### config.mk
export PLATFORM = sky130hd
export DESIGN_NAME = amd_top
export DESIGN_NICKNAME = d
export VERILOG_FILES = /design/src/amd_dummy_unused.sv /design/src/amd_pkg.sv /design/src/amd_sync.sv /design/src/amd_mux_decode.sv /design/src/amd_top.sv
export SDC_FILE = /design/constraint.sdc
export NUM_CORES = 1
export LEC_CHECK = 0
export ABC_AREA = 0
export BUFFER_PORTS_ARGS = -buffer_cell sky130_fd_sc_hd__buf_2
export CAP_MARGIN = 20
export CORE_ASPECT_RATIO = 1.25
export CORE_MARGIN = 3
export CORE_UTILIZATION = 54
export DETAILED_ROUTE_END_ITERATION = 7
export PLACE_DENSITY = 0.89
export SLEW_MARGIN = 20
export SYNTH_ARGS = -nofsm -noshare
export SYNTH_HDL_FRONTEND = slang
export SYNTH_SLANG_ARGS = --single-unit
### constraint.sdc
create_clock -name pclk -period 2.9 [get_ports pclk]
set_input_delay 0.29 -clock pclk [delete_from_list [all_inputs] [get_ports pclk]]
set_output_delay 0.29 -clock pclk [all_outputs]
set_load 0.01 [all_outputs]
### src/amd_dummy_unused.sv
/*
 * intentionally empty.
 * assumes nothing.
 */

### src/amd_pkg.sv
/*
 * constants, types and register map of the channel-address decode block.
 * assumes a single 100 MHz pclk domain and an APB master in front of it.
 */
//
// Function
// - first result after power-up is invalid and must be discarded
// - address order: power-up, single/diff, odd/sign, group-high, group-low
// - power-up bit 0 powers down and disconnects every channel
// - single-ended: positive channel {high,low,odd}, negative is the common terminal
// - differential: pair (2k,2k+1); odd/sign picks which side is positive
package amd_pkg;

  ////////////////////////////////////////////////////////////////////////////////
  // register map
  localparam logic [7:0] AMD_OFF_ADDR   = 8'h00;
  localparam logic [7:0] AMD_OFF_STATUS = 8'h04;
  localparam logic [7:0] AMD_OFF_SELECT = 8'h08;
  localparam logic [7:0] AMD_OFF_COUNT  = 8'h0c;

  localparam logic [4:0] AMD_ADDR_RESET = 5'h00;

  // status bits
  localparam int AMD_ST_INIT_DONE = 0;
  localparam int AMD_ST_FIRST     = 1;
  localparam int AMD_ST_DISCARDED = 2;
  localparam int AMD_ST_CS_HIGH   = 3;

  // select register fields
  localparam int AMD_SEL_POS_LSB = 0;
  localparam int AMD_SEL_NEG_LSB = 8;
  localparam int AMD_SEL_CMN_BIT = 16;
  localparam int AMD_SEL_PD_BIT  = 17;

  localparam int AMD_CHANNELS = 8;

  ////////////////////////////////////////////////////////////////////////////////
  // timing
  localparam int AMD_CLK_NS            = 10;
  localparam int AMD_CONV_CLK_NS       = 400;
  localparam int AMD_SEL_HIGH_CONV_CLK = 1;
  localparam int AMD_SEL_HIGH_CYCLES   =
    (AMD_SEL_HIGH_CONV_CLK * AMD_CONV_CLK_NS + AMD_CLK_NS - 1) / AMD_CLK_NS;

  ////////////////////////////////////////////////////////////////////////////////
  // types
  typedef struct packed {
    logic group_select_low;
    logic group_select_high;
    logic odd_or_sign;
    logic single_or_differential;
    logic power_up_control;
  } amd_addr_type;

  typedef struct packed {
    logic       pwr_dn;
    logic       cmn_neg;
    logic [7:0] neg;
    logic [7:0] pos;
  } amd_sel_type;

  typedef enum logic [2:0] {
    AMD_WAIT_HIGH = 3'b001,
    AMD_FIRST     = 3'b010,
    AMD_RUN       = 3'b100
  } amd_state_type;

endpackage

### src/amd_sync.sv
/*
 * two-flop synchroniser for pin inputs.
 * assumes the pins are asynchronous to pclk.
 */
`timescale 1ns/1ns
`default_nettype none
module amd_sync #(
  parameter int WIDTH = 1
) (
  input  wire logic             pclk,
  input  wire logic             presetn,
  input  wire logic [WIDTH-1:0] async_in,
  output var  logic [WIDTH-1:0] sync_out
);

  logic [WIDTH-1:0] meta_reg;

  initial begin
    if (WIDTH < 1) $error("amd_sync: WIDTH must be at least 1");
  end

  // first stage is read by the second stage only
  always_ff @(posedge pclk or negedge presetn) begin
    if (!presetn) begin
      meta_reg <= '0;
      sync_out <= '0;
    end else begin
      meta_reg <= async_in;
      sync_out <= meta_reg;
    end
  end

endmodule // amd_sync
`default_nettype wire

### src/amd_mux_decode.sv
/*
 * combinational decode of the five-bit channel address into input switches.
 * assumes eight analog inputs plus a common terminal.
 */
`timescale 1ns/1ns
`default_nettype none
module amd_mux_decode (
  input  wire amd_pkg::amd_addr_type addr,
  output var  amd_pkg::amd_sel_type  sel
);

  function automatic logic [7:0] amd_onehot(input logic [2:0] idx);
    amd_onehot = 8'h01 << idx;
  endfunction

  always_comb begin
    sel = '0;
    if (!addr.power_up_control) begin
      sel.pwr_dn = 1'b1;
    end else if (addr.single_or_differential) begin
      sel.pos     = amd_onehot({addr.group_select_high, addr.group_select_low,
                                addr.odd_or_sign});
      sel.cmn_neg = 1'b1;
    end else begin
      // pair (2k, 2k+1), odd side positive when odd/sign is set
      sel.pos = amd_onehot({addr.group_select_high, addr.group_select_low,
                            addr.odd_or_sign});
      sel.neg = amd_onehot({addr.group_select_high, addr.group_select_low,
                            ~addr.odd_or_sign});
    end
  end

endmodule // amd_mux_decode
`default_nettype wire

### src/amd_top.sv
/*
 * channel-address decode and start-up supervision, APB register slave.
 * assumes conv_done comes from the sequencer on pclk, select_n from a pin.
 */
// Local design decisions: the APB register port and the register addresses.
`timescale 1ns/1ns
`default_nettype none
module amd_top #(
  parameter int AW     = 12,
  parameter int CNT_W  = 16,
  parameter int HIGH_W = 8
) (
  input  wire logic          pclk,
  input  wire logic          presetn,
  input  wire logic          psel,
  input  wire logic          penable,
  input  wire logic          pwrite,
  input  wire logic [AW-1:0] paddr,
  input  wire logic [31:0]   pwdata,
  input  wire logic [3:0]    pstrb,
  output var  logic [31:0]   prdata,
  output var  logic          pready,
  output var  logic          pslverr,
  input  wire logic          select_n,
  input  wire logic          conv_done,
  output var  logic [7:0]    chan_pos_en,
  output var  logic [7:0]    chan_neg_en,
  output var  logic          common_terminal_neg,
  output var  logic          powered_down,
  output var  logic          init_done,
  output var  logic          result_keep
);

  ////////////////////////////////////////////////////////////////////////////////
  // elaboration checks

  initial begin
    if (AW < 8) $error("amd_top: AW must be at least 8");
    if (CNT_W < 1 || CNT_W > 32) $error("amd_top: CNT_W out of range");
    if ((1 << HIGH_W) <= amd_pkg::AMD_SEL_HIGH_CYCLES) begin
      $error("amd_top: HIGH_W too narrow for select-high interval");
    end
  end

  localparam logic [HIGH_W-1:0] HIGH_TARGET = HIGH_W'(amd_pkg::AMD_SEL_HIGH_CYCLES);

  ////////////////////////////////////////////////////////////////////////////////
  // declarations

  amd_pkg::amd_addr_type  addr_reg;
  amd_pkg::amd_sel_type   sel_next;
  amd_pkg::amd_sel_type   sel_reg;
  amd_pkg::amd_state_type state_reg;
  amd_pkg::amd_state_type state_next;
  logic [HIGH_W-1:0]      high_cnt_reg;
  logic [CNT_W-1:0]       count_reg;
  logic                   discarded_reg;
  logic                   select_n_sync;
  logic                   wr_en;
  logic                   rd_en;
  logic                   hit_addr;
  logic                   hit_status;
  logic                   hit_select;
  logic                   hit_count;
  logic                   hit_any;
  logic                   first_done;
  logic [31:0]            rd_mux;
  logic [HIGH_W-1:0]      high_run_reg;

  ////////////////////////////////////////////////////////////////////////////////
  // pin synchroniser and decode

  amd_sync #(
    .WIDTH (1)
  ) u_sync (
    .pclk     (pclk),
    .presetn  (presetn),
    .async_in (select_n),
    .sync_out (select_n_sync)
  );

  amd_mux_decode u_decode (
    .addr (addr_reg),
    .sel  (sel_next)
  );

  ////////////////////////////////////////////////////////////////////////////////
  // apb decode

  function automatic logic amd_hit(input logic [AW-1:0] a, input logic [7:0] off);
    amd_hit = (a[AW-1:8] == '0) && (a[7:0] == off);
  endfunction

  assign hit_addr   = amd_hit(paddr, amd_pkg::AMD_OFF_ADDR);
  assign hit_status = amd_hit(paddr, amd_pkg::AMD_OFF_STATUS);
  assign hit_select = amd_hit(paddr, amd_pkg::AMD_OFF_SELECT);
  assign hit_count  = amd_hit(paddr, amd_pkg::AMD_OFF_COUNT);
  assign hit_any    = hit_addr | hit_status | hit_select | hit_count;

  // zero wait states: every access completes in its first access cycle
  assign pready  = 1'b1;
  assign pslverr = psel & penable & ~hit_any;
  assign wr_en   = psel & penable & pwrite & hit_any;
  assign rd_en   = psel & penable & ~pwrite & hit_any;

  always_comb begin
    rd_mux = 32'h0000_0000;
    if (hit_addr) begin
      rd_mux[4:0] = addr_reg;
    end
    if (hit_status) begin
      rd_mux[amd_pkg::AMD_ST_INIT_DONE] = (state_reg != amd_pkg::AMD_WAIT_HIGH);
      rd_mux[amd_pkg::AMD_ST_FIRST]     = (state_reg == amd_pkg::AMD_FIRST);
      rd_mux[amd_pkg::AMD_ST_DISCARDED] = discarded_reg;
      rd_mux[amd_pkg::AMD_ST_CS_HIGH]   = select_n_sync;
    end
    if (hit_select) begin
      rd_mux[amd_pkg::AMD_SEL_PD_BIT:amd_pkg::AMD_SEL_POS_LSB] = sel_reg;
    end
    if (hit_count) begin
      rd_mux[CNT_W-1:0] = count_reg;
    end
  end

  // read data from a flop, refreshed only in the setup cycle of a read
  always_ff @(posedge pclk or negedge presetn) begin
    if (!presetn) begin
      prdata <= 32'h0000_0000;
    end else if (psel & ~penable & ~pwrite) begin
      prdata <= rd_mux;
    end else if (rd_en) begin
      prdata <= prdata;
    end
  end

  ////////////////////////////////////////////////////////////////////////////////
  // channel address register, bit 0 is power-up control

  always_ff @(posedge pclk or negedge presetn) begin
    if (!presetn) begin
      addr_reg <= amd_pkg::AMD_ADDR_RESET;
    end else if (wr_en && hit_addr && pstrb[0]) begin
      addr_reg <= pwdata[4:0];
    end
  end

  // switches change only from flops, no glitch on the analog side
  always_ff @(posedge pclk or negedge presetn) begin
    if (!presetn) begin
      sel_reg <= '{pwr_dn: 1'b1, default: '0};
    end else begin
      sel_reg <= sel_next;
    end
  end

  assign chan_pos_en         = sel_reg.pos;
  assign chan_neg_en         = sel_reg.neg;
  assign common_terminal_neg = sel_reg.cmn_neg;
  assign powered_down        = sel_reg.pwr_dn;

  ////////////////////////////////////////////////////////////////////////////////
  // start-up supervision

  // select may have been low through the supply ramp, so always demand the high pulse
  always_ff @(posedge pclk or negedge presetn) begin
    if (!presetn) begin
      high_cnt_reg <= '0;
    end else if (!select_n_sync) begin
      high_cnt_reg <= '0;
    end else if (high_cnt_reg != HIGH_TARGET) begin
      high_cnt_reg <= high_cnt_reg + 1'b1;
    end
  end

  always_comb begin
    state_next = state_reg;
    unique case (state_reg)
      amd_pkg::AMD_WAIT_HIGH: begin
        if (high_cnt_reg == HIGH_TARGET) state_next = amd_pkg::AMD_FIRST;
      end
      amd_pkg::AMD_FIRST: begin
        if (conv_done) state_next = amd_pkg::AMD_RUN;
      end
      amd_pkg::AMD_RUN: begin
        state_next = amd_pkg::AMD_RUN;
      end
      default: begin
        state_next = amd_pkg::AMD_WAIT_HIGH;
      end
    endcase
  end

  always_ff @(posedge pclk or negedge presetn) begin
    if (!presetn) begin
      state_reg <= amd_pkg::AMD_WAIT_HIGH;
    end else begin
      state_reg <= state_next;
    end
  end

  assign first_done = conv_done && (state_reg == amd_pkg::AMD_FIRST);
  assign init_done  = (state_reg != amd_pkg::AMD_WAIT_HIGH);

  // the first word is dropped, later words are passed
  always_ff @(posedge pclk or negedge presetn) begin
    if (!presetn) begin
      result_keep <= 1'b0;
    end else begin
      result_keep <= conv_done && (state_reg == amd_pkg::AMD_RUN);
    end
  end

  // sticky, write one to clear; a discard in the same cycle wins
  always_ff @(posedge pclk or negedge presetn) begin
    if (!presetn) begin
      discarded_reg <= 1'b0;
    end else if (first_done) begin
      discarded_reg <= 1'b1;
    end else if (wr_en && hit_status && pstrb[0] && pwdata[amd_pkg::AMD_ST_DISCARDED]) begin
      discarded_reg <= 1'b0;
    end
  end

  // kept results, wraps at full scale
  always_ff @(posedge pclk or negedge presetn) begin
    if (!presetn) begin
      count_reg <= '0;
    end else if (conv_done && (state_reg == amd_pkg::AMD_RUN)) begin
      count_reg <= count_reg + 1'b1;
    end
  end

  ////////////////////////////////////////////////////////////////////////////////
  // assertions

  first_drop_a: assert property (@(posedge pclk) disable iff (!presetn)
    first_done |=> !result_keep && (state_reg == amd_pkg::AMD_RUN) && discarded_reg)
    else $error("first result after power-up was not discarded");

  later_keep_a: assert property (@(posedge pclk) disable iff (!presetn)
    result_keep |-> $past(conv_done) && $past(state_reg) == amd_pkg::AMD_RUN)
    else $error("result kept without a later conversion");

  addr_order_a: assert property (@(posedge pclk) disable iff (!presetn)
    wr_en && hit_addr && pstrb[0] |=> ##1
      (sel_reg.pwr_dn == !$past(pwdata[0], 2)) &&
      (sel_reg.cmn_neg == ($past(pwdata[0], 2) && $past(pwdata[1], 2))))
    else $error("address bit order not kept");

  power_down_a: assert property (@(posedge pclk) disable iff (!presetn)
    !addr_reg.power_up_control |=> sel_reg.pwr_dn && sel_reg.pos == 8'h00 &&
      sel_reg.neg == 8'h00 && !sel_reg.cmn_neg)
    else $error("power-down left a channel connected");

  single_ch_a: assert property (@(posedge pclk) disable iff (!presetn)
    addr_reg.power_up_control && addr_reg.single_or_differential |=>
      sel_reg.cmn_neg && sel_reg.neg == 8'h00 &&
      sel_reg.pos == (8'h01 << {$past(addr_reg.group_select_high),
        $past(addr_reg.group_select_low), $past(addr_reg.odd_or_sign)}))
    else $error("single-ended channel decode wrong");

  diff_pair_a: assert property (@(posedge pclk) disable iff (!presetn)
    addr_reg.power_up_control && !addr_reg.single_or_differential |=>
      !sel_reg.cmn_neg && $countones(sel_reg.pos) == 1 &&
      (sel_reg.pos | sel_reg.neg) == (8'h03 << {$past(addr_reg.group_select_high),
        $past(addr_reg.group_select_low), 1'b0}) &&
      ((sel_reg.pos[1] | sel_reg.pos[3] | sel_reg.pos[5] | sel_reg.pos[7]) ==
        $past(addr_reg.odd_or_sign)))
    else $error("differential pair decode wrong");

  first_cov_c: cover property (@(posedge pclk) disable iff (!presetn) first_done);
  keep_cov_c: cover property (@(posedge pclk) disable iff (!presetn) result_keep);
  diff_cov_c: cover property (@(posedge pclk) disable iff (!presetn)
    !sel_reg.pwr_dn && !sel_reg.cmn_neg && sel_reg.pos[7]);
  single_cov_c: cover property (@(posedge pclk) disable iff (!presetn)
    sel_reg.cmn_neg && sel_reg.pos[7]);
  wait_cov_c: cover property (@(posedge pclk) disable iff (!presetn) $rose(init_done));

  // own run length of the synchronised select, kept apart from the wait counter
  always_ff @(posedge pclk or negedge presetn) begin
    if (!presetn) begin
      high_run_reg <= '0;
    end else if (!select_n_sync) begin
      high_run_reg <= '0;
    end else if (high_run_reg != '1) begin
      high_run_reg <= high_run_reg + 1'b1;
    end
  end

  select_wait_a: assert property (@(posedge pclk) disable iff (!presetn)
    $rose(init_done) |-> $past(high_run_reg) >= HIGH_TARGET)
    else $error("select-high wait ended too early");

  no_early_keep_a: assert property (@(posedge pclk) disable iff (!presetn)
    state_reg != amd_pkg::AMD_RUN |=> !result_keep)
    else $error("result kept before the first conversion was dropped");

  count_step_a: assert property (@(posedge pclk) disable iff (!presetn)
    result_keep |-> count_reg == $past(count_reg) + 1'b1)
    else $error("kept result not counted");

  count_hold_a: assert property (@(posedge pclk) disable iff (!presetn)
    !result_keep |-> $stable(count_reg))
    else $error("count moved without a kept result");

endmodule // amd_top
`default_nettype wire

==> results of run 1 <==
==> worst max-delay path: cells and delay by family (launching register included) <==
family           cells  cell delay (ps)
flip-flops           1              420
AND/OR/NAND/NOR      3             1190
XOR/XNOR             1              150
==> kinds of logic (layout without fill, tap and decap cells) <==
| family | count (synthesis) | count (layout) | share of synthesized area [%] |
|---|---|---|---|
| xor gates and xnor gates | 21 | 21 | 5.66 |
| and+or+nand+nor | 110 | 110 | 20.1 |
| muxes | 11 | 11 | 5.12 |
| AOI/OAI and AO/OA | 25 | 25 | 6.47 |
| other | 2 | 15 | 0.231 |
| adders and majority gates | 3 | 3 | 1.16 |
| DFF | 72 | 72 | 55.5 |
| buffers and inverters | 31 | 89 | 5.78 |
==> metal layers <==
layer	vias up	share of wire [%]
li1	1059	-
met1	1129	39
met2	72	53
met3	17	5.2
met4	0	2.4
met5	-	0
==> layout make-up <==
class	instances	area, sq um	area share (%)
inverters	7	26.3	0.700
multi-input cells	185	1310	34.8
clock buffers	11	141	3.77
repair buffers	66	340	9.06
clock inverters	5	56.3	1.50
flip-flops and latches	72	1800	48.1
well taps	64	80.1	2.13
==> through the flow <==
stage / area (sq um) / util [%] / setup WS, ps / hold slack (ps) / power (uW)
floorplan: 3300 / - / 1300 / -5.59 / 1090
global route: 3750 / 66.7 / 875 / 45.9 / 1950
global placement: 3550 / 63.0 / 1090 / 294 / 1120
detailed placement: 3550 / 63.0 / 994 / 306 / 1130
CTS: 3750 / 66.7 / 980 / 33.9 / 1910
finish: 3750 / 66.7 / 1010 / 48.5 / 1880
==> repair_timing <==
| action | CTS | global route |
|---|---|---|
| endpoints found under the hold margin | 23 | 0 |
| hold buffers | 1 | 0 |
| resized for setup | 0 | 0 |
==> layout by cell type, fill, tap and decap left out, types with 7 or more instances in the layout <==
| cell type | instances |
|---|---|
| nand2_1 | 19 |
| inv_1 | 7 |
| nand3_1 | 12 |
| dfrtp_1 | 70 |
| xnor2_1 | 18 |
| clkbuf_8 | 10 |
| a221o_1 | 11 |
| conb_1 | 15 |
| buf_2 | 63 |
| and2_0 | 11 |
| and2_1 | 7 |
| nor2_1 | 22 |
==> path summary, 6_finish.rpt <==
check	startpoint	to	slack [ps]	cells after the start
min reg2reg	u_sync.meta_reg	u_sync.sync_out	350	0
max reg2reg	state_reg[1]	count_reg[11]	1010	4
max in group asynchronous	presetn	state_reg[0]	1650	3
min	select_n	u_sync.meta_reg	50	1
min in group asynchronous	presetn	prdata[10]	460	2
max	state_reg[1]	count_reg[11]	1010	4
==> power groups by stage <==
stage	clock (uW)	combinational [uW]	sequential [uW]
after CTS	798	85.4	1020
after floorplan	0	54.4	1040
after detailed placement	0	84.1	1040
after global placement	0	81.2	1040
final	777	84.1	1020
after global routing	834	95.8	1020
==> results.yml, run 1 <==
power_and_ir_drop:
  switching_share_pct: 22.4
  p_leak_uw: 0.00195
  p_per_area_nw_per_um2: 502
  share_comb_of_total_power_pct: 4.5
  seqPwrFrac_pct: 54.3
  vdd_drop_max_mv: 0.329
  clock_power_share_pct: 41.3
  p_sw_uw: 422
  power.internal_uw: 1460
worst_setup_path:
  required_ps: 3140
  path_cells: "nand4bb_1 > nor4_4 > nand4_1 > xnor2_1"
  setup.worst_path.end_class: "flop"
  path_max_fanout: 6
  start_kind: "flop"
  cp_slowest_stage_delay_ps: 530
  crit_type: "reg2reg"
  crit_slowest_cell: "nor4_4"
  worstPathArrival_ps: 2120
grt:
  use_met1_pct: 23.5
  grt_pass1_wl_mm: 10.9
  grt_pass1_vias: 2363
  grtUsageMet3_pct: 4.45
  use_met2_pct: 35.8
  grt_max_degree: 28
  grt.total_usage_pct: 20.9
  antenna_found_initial: 0
  grt_busiest_layer: "met2"
  globalRouteOverflowTotal: 0
detailed_routing:
  wl_per_cell_microns: 16.3
  drt-pass1-iter-count: 7
  detail-route-antenna-nets: 0
  drtIter0Drc: 124
  vias: 2277
  wirelength_mm: 6.67
  viasPerCell: 5.55
  drc: 0
synth:
  synth_area_per_cell_sq_um: 11.8
  yosysWarnings: 0
  synth_edf_count: 0
  synth_cell_types: 49
  ys_top_cells_by_count: "70 x dfrtp_1, 22 x nor2_1, 19 x nand2_1"
  synthArstFlopShare_pct: 100
  synthCells: 275
  synth_top_cell_by_area: "dfrtp_1"
  synth_top_cell_area_share_pct: 53.9
  yosysMostFrequentCell: "dfrtp_1"
  yosys-top-cells-area: "dfrtp_1 54%, xnor2_1 4.9%, buf_4 3.7%, a221o_1 3.4%, mux4_2 2.8%"
  synth-main-ff-cell: "dfrtp_1"
  seq_area_frac_synth_pct: 55.5
  ys_ff_latch: 72
  syn_area_sq_um: 3250
sta:
  tightestPinTransition_ps: 722
  finalHoldViolations: 0
  setup_viol: 0
  fin_crit_ps: 1890
  rsz0062_at_grt: "false"
  min_period_over_period_pct: 65.1
  slew_headroom_pct: 51.7
  fmax_ghz: 0.529
  finalMaxSlewViolations: 0
  tns_ps: 0
  skew_ps: 8.14
clock_tree:
  path_clk_slew_ps: 70
  postCtsSetupBuffers: 0
  clock_latency_ps: 350
  cts_buffers: 9
  clock-root-buffer: "clkbuf_8"
  cts_tree: "yes"
  htree_levels: 3
  cts_max_path_buffers: 2
  clkSinkCount: 72
placement:
  dp_cells: 393
  io_buffers: 63
  gp_congestion: 0.787
  dp_hpwl_mm: 4.95
die:
  dieArea_sq_um: 6990
  die_x_microns: 75.4
  ios: 109
  rows: 30
  chipHeight_microns: 92.7
  start_util_pct: 57.7
  core_area_sq_um: 5630
cells_and_area:
  stdcell_count: 410
  area_growth_pct: 15.6
  largest_reg_flops: 18
  nets: 399
  antenna_cells: 0
  drive_gt1_share_pct: 28.9
  fillers: 423
run:
  cap_violations: 0
hold_path:
  hp-class: "in2reg"
run_status:
  status: "completed"
No activity file was read; power rests on OpenSTA's default activity.
==> run 2, diff against run 1 <==
--- a/config.mk
+++ b/config.mk
@@ -5,14 +5,14 @@
 export SDC_FILE = /design/constraint.sdc
 export NUM_CORES = 1
 export LEC_CHECK = 0
-export ABC_AREA = 0
+export ABC_AREA = 1
 export BUFFER_PORTS_ARGS = -buffer_cell sky130_fd_sc_hd__buf_2
 export CAP_MARGIN = 20
 export CORE_ASPECT_RATIO = 1.25
 export CORE_MARGIN = 3
-export CORE_UTILIZATION = 54
+export CORE_UTILIZATION = 47
 export DETAILED_ROUTE_END_ITERATION = 7
-export PLACE_DENSITY = 0.89
+export PLACE_DENSITY = 0.81
 export SLEW_MARGIN = 20
 export SYNTH_ARGS = -nofsm -noshare
 export SYNTH_HDL_FRONTEND = slang
==> constraint.sdc (replaced) <==
create_clock -name pclk -period 1.59 [get_ports pclk]
set_input_delay 0.159 -clock pclk [delete_from_list [all_inputs] [get_ports pclk]]
set_output_delay 0.159 -clock pclk [all_outputs]
set_load 0.01 [all_outputs]
==> results.yml, run 2 <==
run_status:
  status: "completed"
placement:
  gp_congestion: 0.837
  post-place-ws_ps: 98.9
  dp_cells: 586
  dp_hpwl_mm: 6.01
  io_buffers: 63
synth:
  ys_ff_latch: 72
  synth_top_cell_area_share_pct: 48.4
  seq_area_frac_synth_pct: 49.8
  yosys-top-cells-area: "dfrtp_1 48%, nand2_1 8.9%, inv_1 6.3%, nor2_1 5.2%, nand3_1 5.0%"
  synth_cell_types: 34
  synth_area_per_cell_sq_um: 8.30
  synthCells: 436
  ys_top_cells_by_count: "86 x nand2_1, 70 x dfrtp_1, 61 x inv_1"
  synthSimpleGateAreaFrac_pct: 29.4
  yosysMostFrequentCell: "nand2_1"
  synth_top_family_by_area: "simple AND/OR/NAND/NOR gates"
  yosysWarnings: 0
  synth_top_cell_by_area: "dfrtp_1"
  syn_area_sq_um: 3620
  synthAdderAreaFrac_pct: 1.04
  synth-main-ff-cell: "dfrtp_1"
  synth_edf_count: 0
  synthArstFlopShare_pct: 100
  synthXorXnorAreaFrac_pct: 3.14
  yosys-mux-area-fraction_pct: 0
  synth_compound_area_share_pct: 5.18
grt:
  grt_pass1_vias: 2908
  globalRouteOverflowTotal: 0
  grt.total_usage_pct: 19.3
  grt_max_degree: 73
  antenna_found_initial: 0
  grt_pass1_wl_mm: 13.5
clock_tree:
  htree_levels: 3
  cts_tree: "yes"
  postCtsSetupBuffers: 0
  cts_buffers: 9
  clock-root-buffer: "clkbuf_8"
  path_clk_slew_ps: 80
  clock_latency_ps: 360
  cts_max_path_buffers: 2
  clkSinkCount: 72
die:
  ios: 109
  start_util_pct: 48.6
  core_area_sq_um: 7440
  dieArea_sq_um: 8800
  chipHeight_microns: 104
  rows: 35
  die_x_microns: 84.5
sta:
  fmax_ghz: 0.696
  finalHoldViolations: 0
  finalMaxSlewViolations: 0
  worst_hold_slack_ps: 37.6
  tns_ps: 0
  skew_ps: 11.0
  setup_viol: 0
  rsz0062_at_grt: "false"
  fin_crit_ps: 1440
  fin_ws_ps: 154
  min_period_over_period_pct: 90.3
worst_setup_path:
  worst-path-buf-inv: 2
  path_cells: "buf_2 > nor2_1 > nand2_2 > nor2_4 > nand2_1 > nand3_1 > nor2_1 > buf_2"
  crit_slowest_cell: "nor2_4"
  setup.worst_path.end_class: "output pin"
  critical_path.top_delay_family: "simple AND/OR/NAND/NOR gates"
  cp_slowest_stage_delay_ps: 280
  start_kind: "input pin"
  required_ps: 1430
  crit_type: "in2out"
  worstPathArrival_ps: 1280
  path_max_fanout: 15
run:
  cap_violations: 0
hold_path:
  hp-class: "in2reg"
detailed_routing:
  viasPerCell: 4.88
  vias: 2950
  drtIter0Drc: 172
  wl_per_cell_microns: 13.0
  drt-pass1-iter-count: 5
  detail-route-antenna-nets: 0
  wirelength_mm: 7.86
  drc: 0
power_and_ir_drop:
  total_power_uw: 3430
  p_leak_uw: 0.00227
  vdd_drop_max_mv: 0.454
  p_per_area_nw_per_um2: 819
cells_and_area:
  fillers: 662
  drive_gt1_share_pct: 22.1
  final_common_cell: "nand2_1"
  layout_common_cells: "86 x nand2_1, 70 x dfrtp_1, 63 x buf_2"
  largest_reg_flops: 18
  antenna_cells: 0
  area_growth_pct: 15.8
  nets: 565
  stdcell_count: 604
  seqCellArea_sq_um: 1800
  multiInputGateArea_sq_um: 1470
==> run 2: changes by cell type in the layout (fill, tap and decap cells not counted), sizes merged, moves of 8 or more <==
| cell | delta |
|---|---|
| nand4 | +8 |
| o21ai | +20 |
| a221o | -11 |
| and2 | -18 |
| nand2 | +73 |
| nand3 | +26 |
| nor2 | +35 |
| xor2 | +8 |
| nor3 | +14 |
| inv | +55 |
| xnor2 | -16 |
==> run 2: layout make-up <==
type,count,share of cell area (%)
clock buffer,9,2.96
inverter,62,5.58
clock inverter,7,1.34
tap,92,2.75
multi-input combinational,291,35.0
sequential,72,43.0
timing repair buffer,71,9.37
==> run 2: per-layer routing <==
layer,track usage (%),share of wire (%),routed length (microns)
met1,24.4,42,3320
met2,32.1,51,4030
met3,3.80,4.8,381
met4,7.81,1.6,127
met5,0,0,0
==> run 2: repair_timing <==
| action | in CTS | in global routing |
|---|---|---|
| endpoints found under the hold margin | 71 | 0 |
| setup endpoints to repair | 0 | 1 |
| gates resized for setup | 0 | 2 |
| hold buffers | 2 | 0 |
==> run 2: worst register-to-register path, stage by stage, from the launching register on <==
cell and delay, ps:
dfrtp_1 400, inv_1 90, ha_1 150, nand3_1 90, nor3_2 140, inv_1 100
nand2_1 100, nand2_1 70, o21ai_1 120, inv_1 40
==> run 2: logic make-up (layout without fill, tap and decap cells) <==
logic type,Yosys count,in the layout
xor gates and xnor gates,13,13
and+or+nand+nor,225,225
DFF,72,72
buffers and inverters,86,149
adders and majority gates,3,3
other,2,15
AOI/OAI and AO/OA,35,35
==> run 2: final timing paths <==
kind	from	to	slack, ps	cells after the start
worst max-delay path	paddr[5]	pslverr	150	8
min in group asynchronous	presetn	prdata[15]	360	3
worst max register to register	high_cnt_reg[0]	state_reg[1]	170	9
worst min-delay path	pwdata[0]	addr_reg[0]	40	3
worst min register to register	u_sync.meta_reg	u_sync.sync_out	350	0
max in group asynchronous	presetn	state_reg[0]	890	3
==> run 2: report_power, final <==
| group | total (uW) | leakage [uW] | switching [uW] | internal (uW) |
|---|---|---|---|---|
| Combinational | 251 | 0.00123 | 157 | 93.5 |
| Sequential | 1880 | 0.000943 | 19.7 | 1860 |
| Clock | 1300 | 0.0000898 | 722 | 577 |
==> run 2: metrics by stage <==
step / area (sq um) / utilization (%)
finish: 4190 / 56.3
global route: 4190 / 56.3
CTS: 4190 / 56.2
detailed placement: 3990 / 53.5
global placement: 3990 / 53.5
floorplan: 3670 / -
==> run 3, diff against run 2 <==
--- a/config.mk
+++ b/config.mk
@@ -16,4 +16,5 @@
 export SLEW_MARGIN = 20
 export SYNTH_ARGS = -nofsm -noshare
 export SYNTH_HDL_FRONTEND = slang
+export SYNTH_HIERARCHICAL = 1
 export SYNTH_SLANG_ARGS = --single-unit
==> results.yml, run 3 <==
grt:
  globalRouteOverflowTotal: 0
  grt_busiest_layer: "met2"
  use_met1_pct: 22.9
  grt_pass1_wl_mm: 13.5
  use_met2_pct: 32.8
  antenna_found_initial: 0
  grt.total_usage_pct: 19.2
  grt_max_degree: 31
  grtUsageMet3_pct: 2.69
  grt_pass1_vias: 2914
detailed_routing:
  viasPerCell: 5.06
  detail-route-antenna-nets: 0
  drc: 0
  wl_per_cell_microns: 13.3
  drtIter0Drc: 180
  wirelength_mm: 7.88
  drt-pass1-iter-count: 4
  vias: 2998
synth:
  synth_top_family_by_area: "simple AND/OR/NAND/NOR gates"
  synthAdderAreaFrac_pct: 1.04
  ys_ff_latch: 72
  seq_area_frac_synth_pct: 50.1
  yosys-mux-area-fraction_pct: 0
  synth_area_per_cell_sq_um: 8.54
  synth_top_cell_by_area: "dfrtp_1"
  yosys-top-cells-area: "dfrtp_1 49%, nand2_1 11%, nand3_1 6.0%, inv_1 4.9%, o21ai_0 3.2%"
  synthXorXnorAreaFrac_pct: 2.92
  yosysMostFrequentCell: "nand2_1"
  yosysWarnings: 6
  synthSimpleGateAreaFrac_pct: 31.2
  synth_edf_count: 0
  synth_cell_types: 33
  synthArstFlopShare_pct: 100
  synth_compound_area_share_pct: 5.03
  syn_area_sq_um: 3600
  synth_top_cell_area_share_pct: 48.6
  ys_top_cells_by_count: "106 x nand2_1, 70 x dfrtp_1, 47 x inv_1"
  synth-main-ff-cell: "dfrtp_1"
  synthCells: 422
cells_and_area:
  area_growth_pct: 17.0
  nets: 553
  stdcell_count: 592
  final_common_cell: "nand2_1"
  antenna_cells: 0
  largest_reg_flops: 18
  layout_common_cells: "106 x nand2_1, 70 x dfrtp_1, 63 x buf_2"
  drive_gt1_share_pct: 23.6
  fillers: 683
run:
  cap_violations: 0
sta:
  tns_ps: 0
  min_period_over_period_pct: 91.6
  fin_crit_ps: 1460
  fin_ws_ps: 133
  rsz0062_at_grt: "false"
  skew_ps: 16.5
  fmax_ghz: 0.686
  worst_hold_slack_ps: 41.3
  finalMaxSlewViolations: 0
  setup_viol: 0
  finalHoldViolations: 0
die:
  die_x_microns: 84.3
  core_area_sq_um: 7400
  rows: 35
  start_util_pct: 48.7
  chipHeight_microns: 104
  ios: 109
  dieArea_sq_um: 8760
clock_tree:
  clkSinkCount: 72
  clock_latency_ps: 360
  cts_max_path_buffers: 2
  path_clk_slew_ps: 80
  cts_buffers: 9
  clock-root-buffer: "clkbuf_8"
  cts_tree: "yes"
  htree_levels: 3
worst_setup_path:
  crit_type: "reg2out"
  start_kind: "flop"
  crit_slowest_cell: "dfstp_2"
  path_cells: "nand3_1 > buf_2"
  setup.worst_path.end_class: "output pin"
  worstPathArrival_ps: 1300
  path_max_fanout: 5
  required_ps: 1430
  cp_slowest_stage_delay_ps: 550
hold_path:
  hp-class: "in2reg"
power_and_ir_drop:
  p_per_area_nw_per_um2: 824
  p_leak_uw: 0.00232
  total_power_uw: 3480
  vdd_drop_max_mv: 0.544
run_status:
  status: "completed"
placement:
  gp_congestion: 0.865
  io_buffers: 63
  dp_hpwl_mm: 6.08
  dp_cells: 574
  post-place-ws_ps: 173
-- run 3: cell types whose count changed in the layout (fill, tap and decap cells not counted), moves of 3 or more --
cell	change
clkinv_4	-4
inv_2	+4
o21ai_0	+3
or2_2	-4
nand4_1	-4
nand2_1	+20
nor3_1	-7
nor2_4	+3
nor2_1	-20
inv_1	-14
nand3_1	+7
-- run 3: stage by stage --
step	util, %	instance area [sq um]
floorplan	-	3650
global placement	54.2	4010
detailed placement	54.2	4010
CTS	57.0	4220
global route	57.0	4220
finish	57.0	4220
-- run 3: kinds of logic (layout without fill, tap and decap cells) --
family,Yosys count,in the layout
xor+xnor,12,12
other cells,2,15
buf+inv,73,138
compound gates,36,36
simple gates,224,224
fa+ha+maj,3,3
flops,72,72
-- run 3: report_power, final --
| part | total (uW) | internal (uW) | switching (uW) |
|---|---|---|---|
| logic | 240 | 77.5 | 162 |
| clock network | 1360 | 592 | 765 |
| registers | 1880 | 1860 | 22.6 |
-- run 3: final timing paths --
path,from,depth (start not counted),to,slack (ps)
setup / recovery,state_reg[0],2,init_done,130
hold / removal,pwdata[0],3,addr_reg[0],40
hold reg to reg,u_sync/meta_reg,0,u_sync/sync_out,350
max in group asynchronous,presetn,3,powered_down,700
setup reg to reg,state_reg[1],7,count_reg[10],200
min in group asynchronous,presetn,2,count_reg[9],290
-- run 3: layout make-up --
cell class	instances	area (sq um)	share of cell area (%)
Sequential cell	72	1800	42.8
Multi-Input combinational cell	290	1510	35.7
Timing Repair Buffer	71	418	9.91
Inverter	51	191	4.54
Clock buffer	9	124	2.94
Tap cell	92	115	2.73
Clock inverter	7	60.1	1.42
-- run 3: layer usage --
metal	up-vias	share of wire, %	wire (microns)
met5	-	0	0
met4	0	3.3	263
met3	21	6.2	485
met2	112	51	4000
met1	1403	40	3140
li1	1462	-	-
-- run 3: repair_timing --
action	in CTS	in global routing
buffers inserted	0	0
hold buffers	2	0
resized for setup	0	0
setup endpoints to repair	0	0
hold endpoints to repair	15	0
-- run 3: critical path, delay by kind of cell, from the launching register on --
kind	cells	cell delay, ps
flops	1	550
buf+inv	1	220
simple gates	1	190
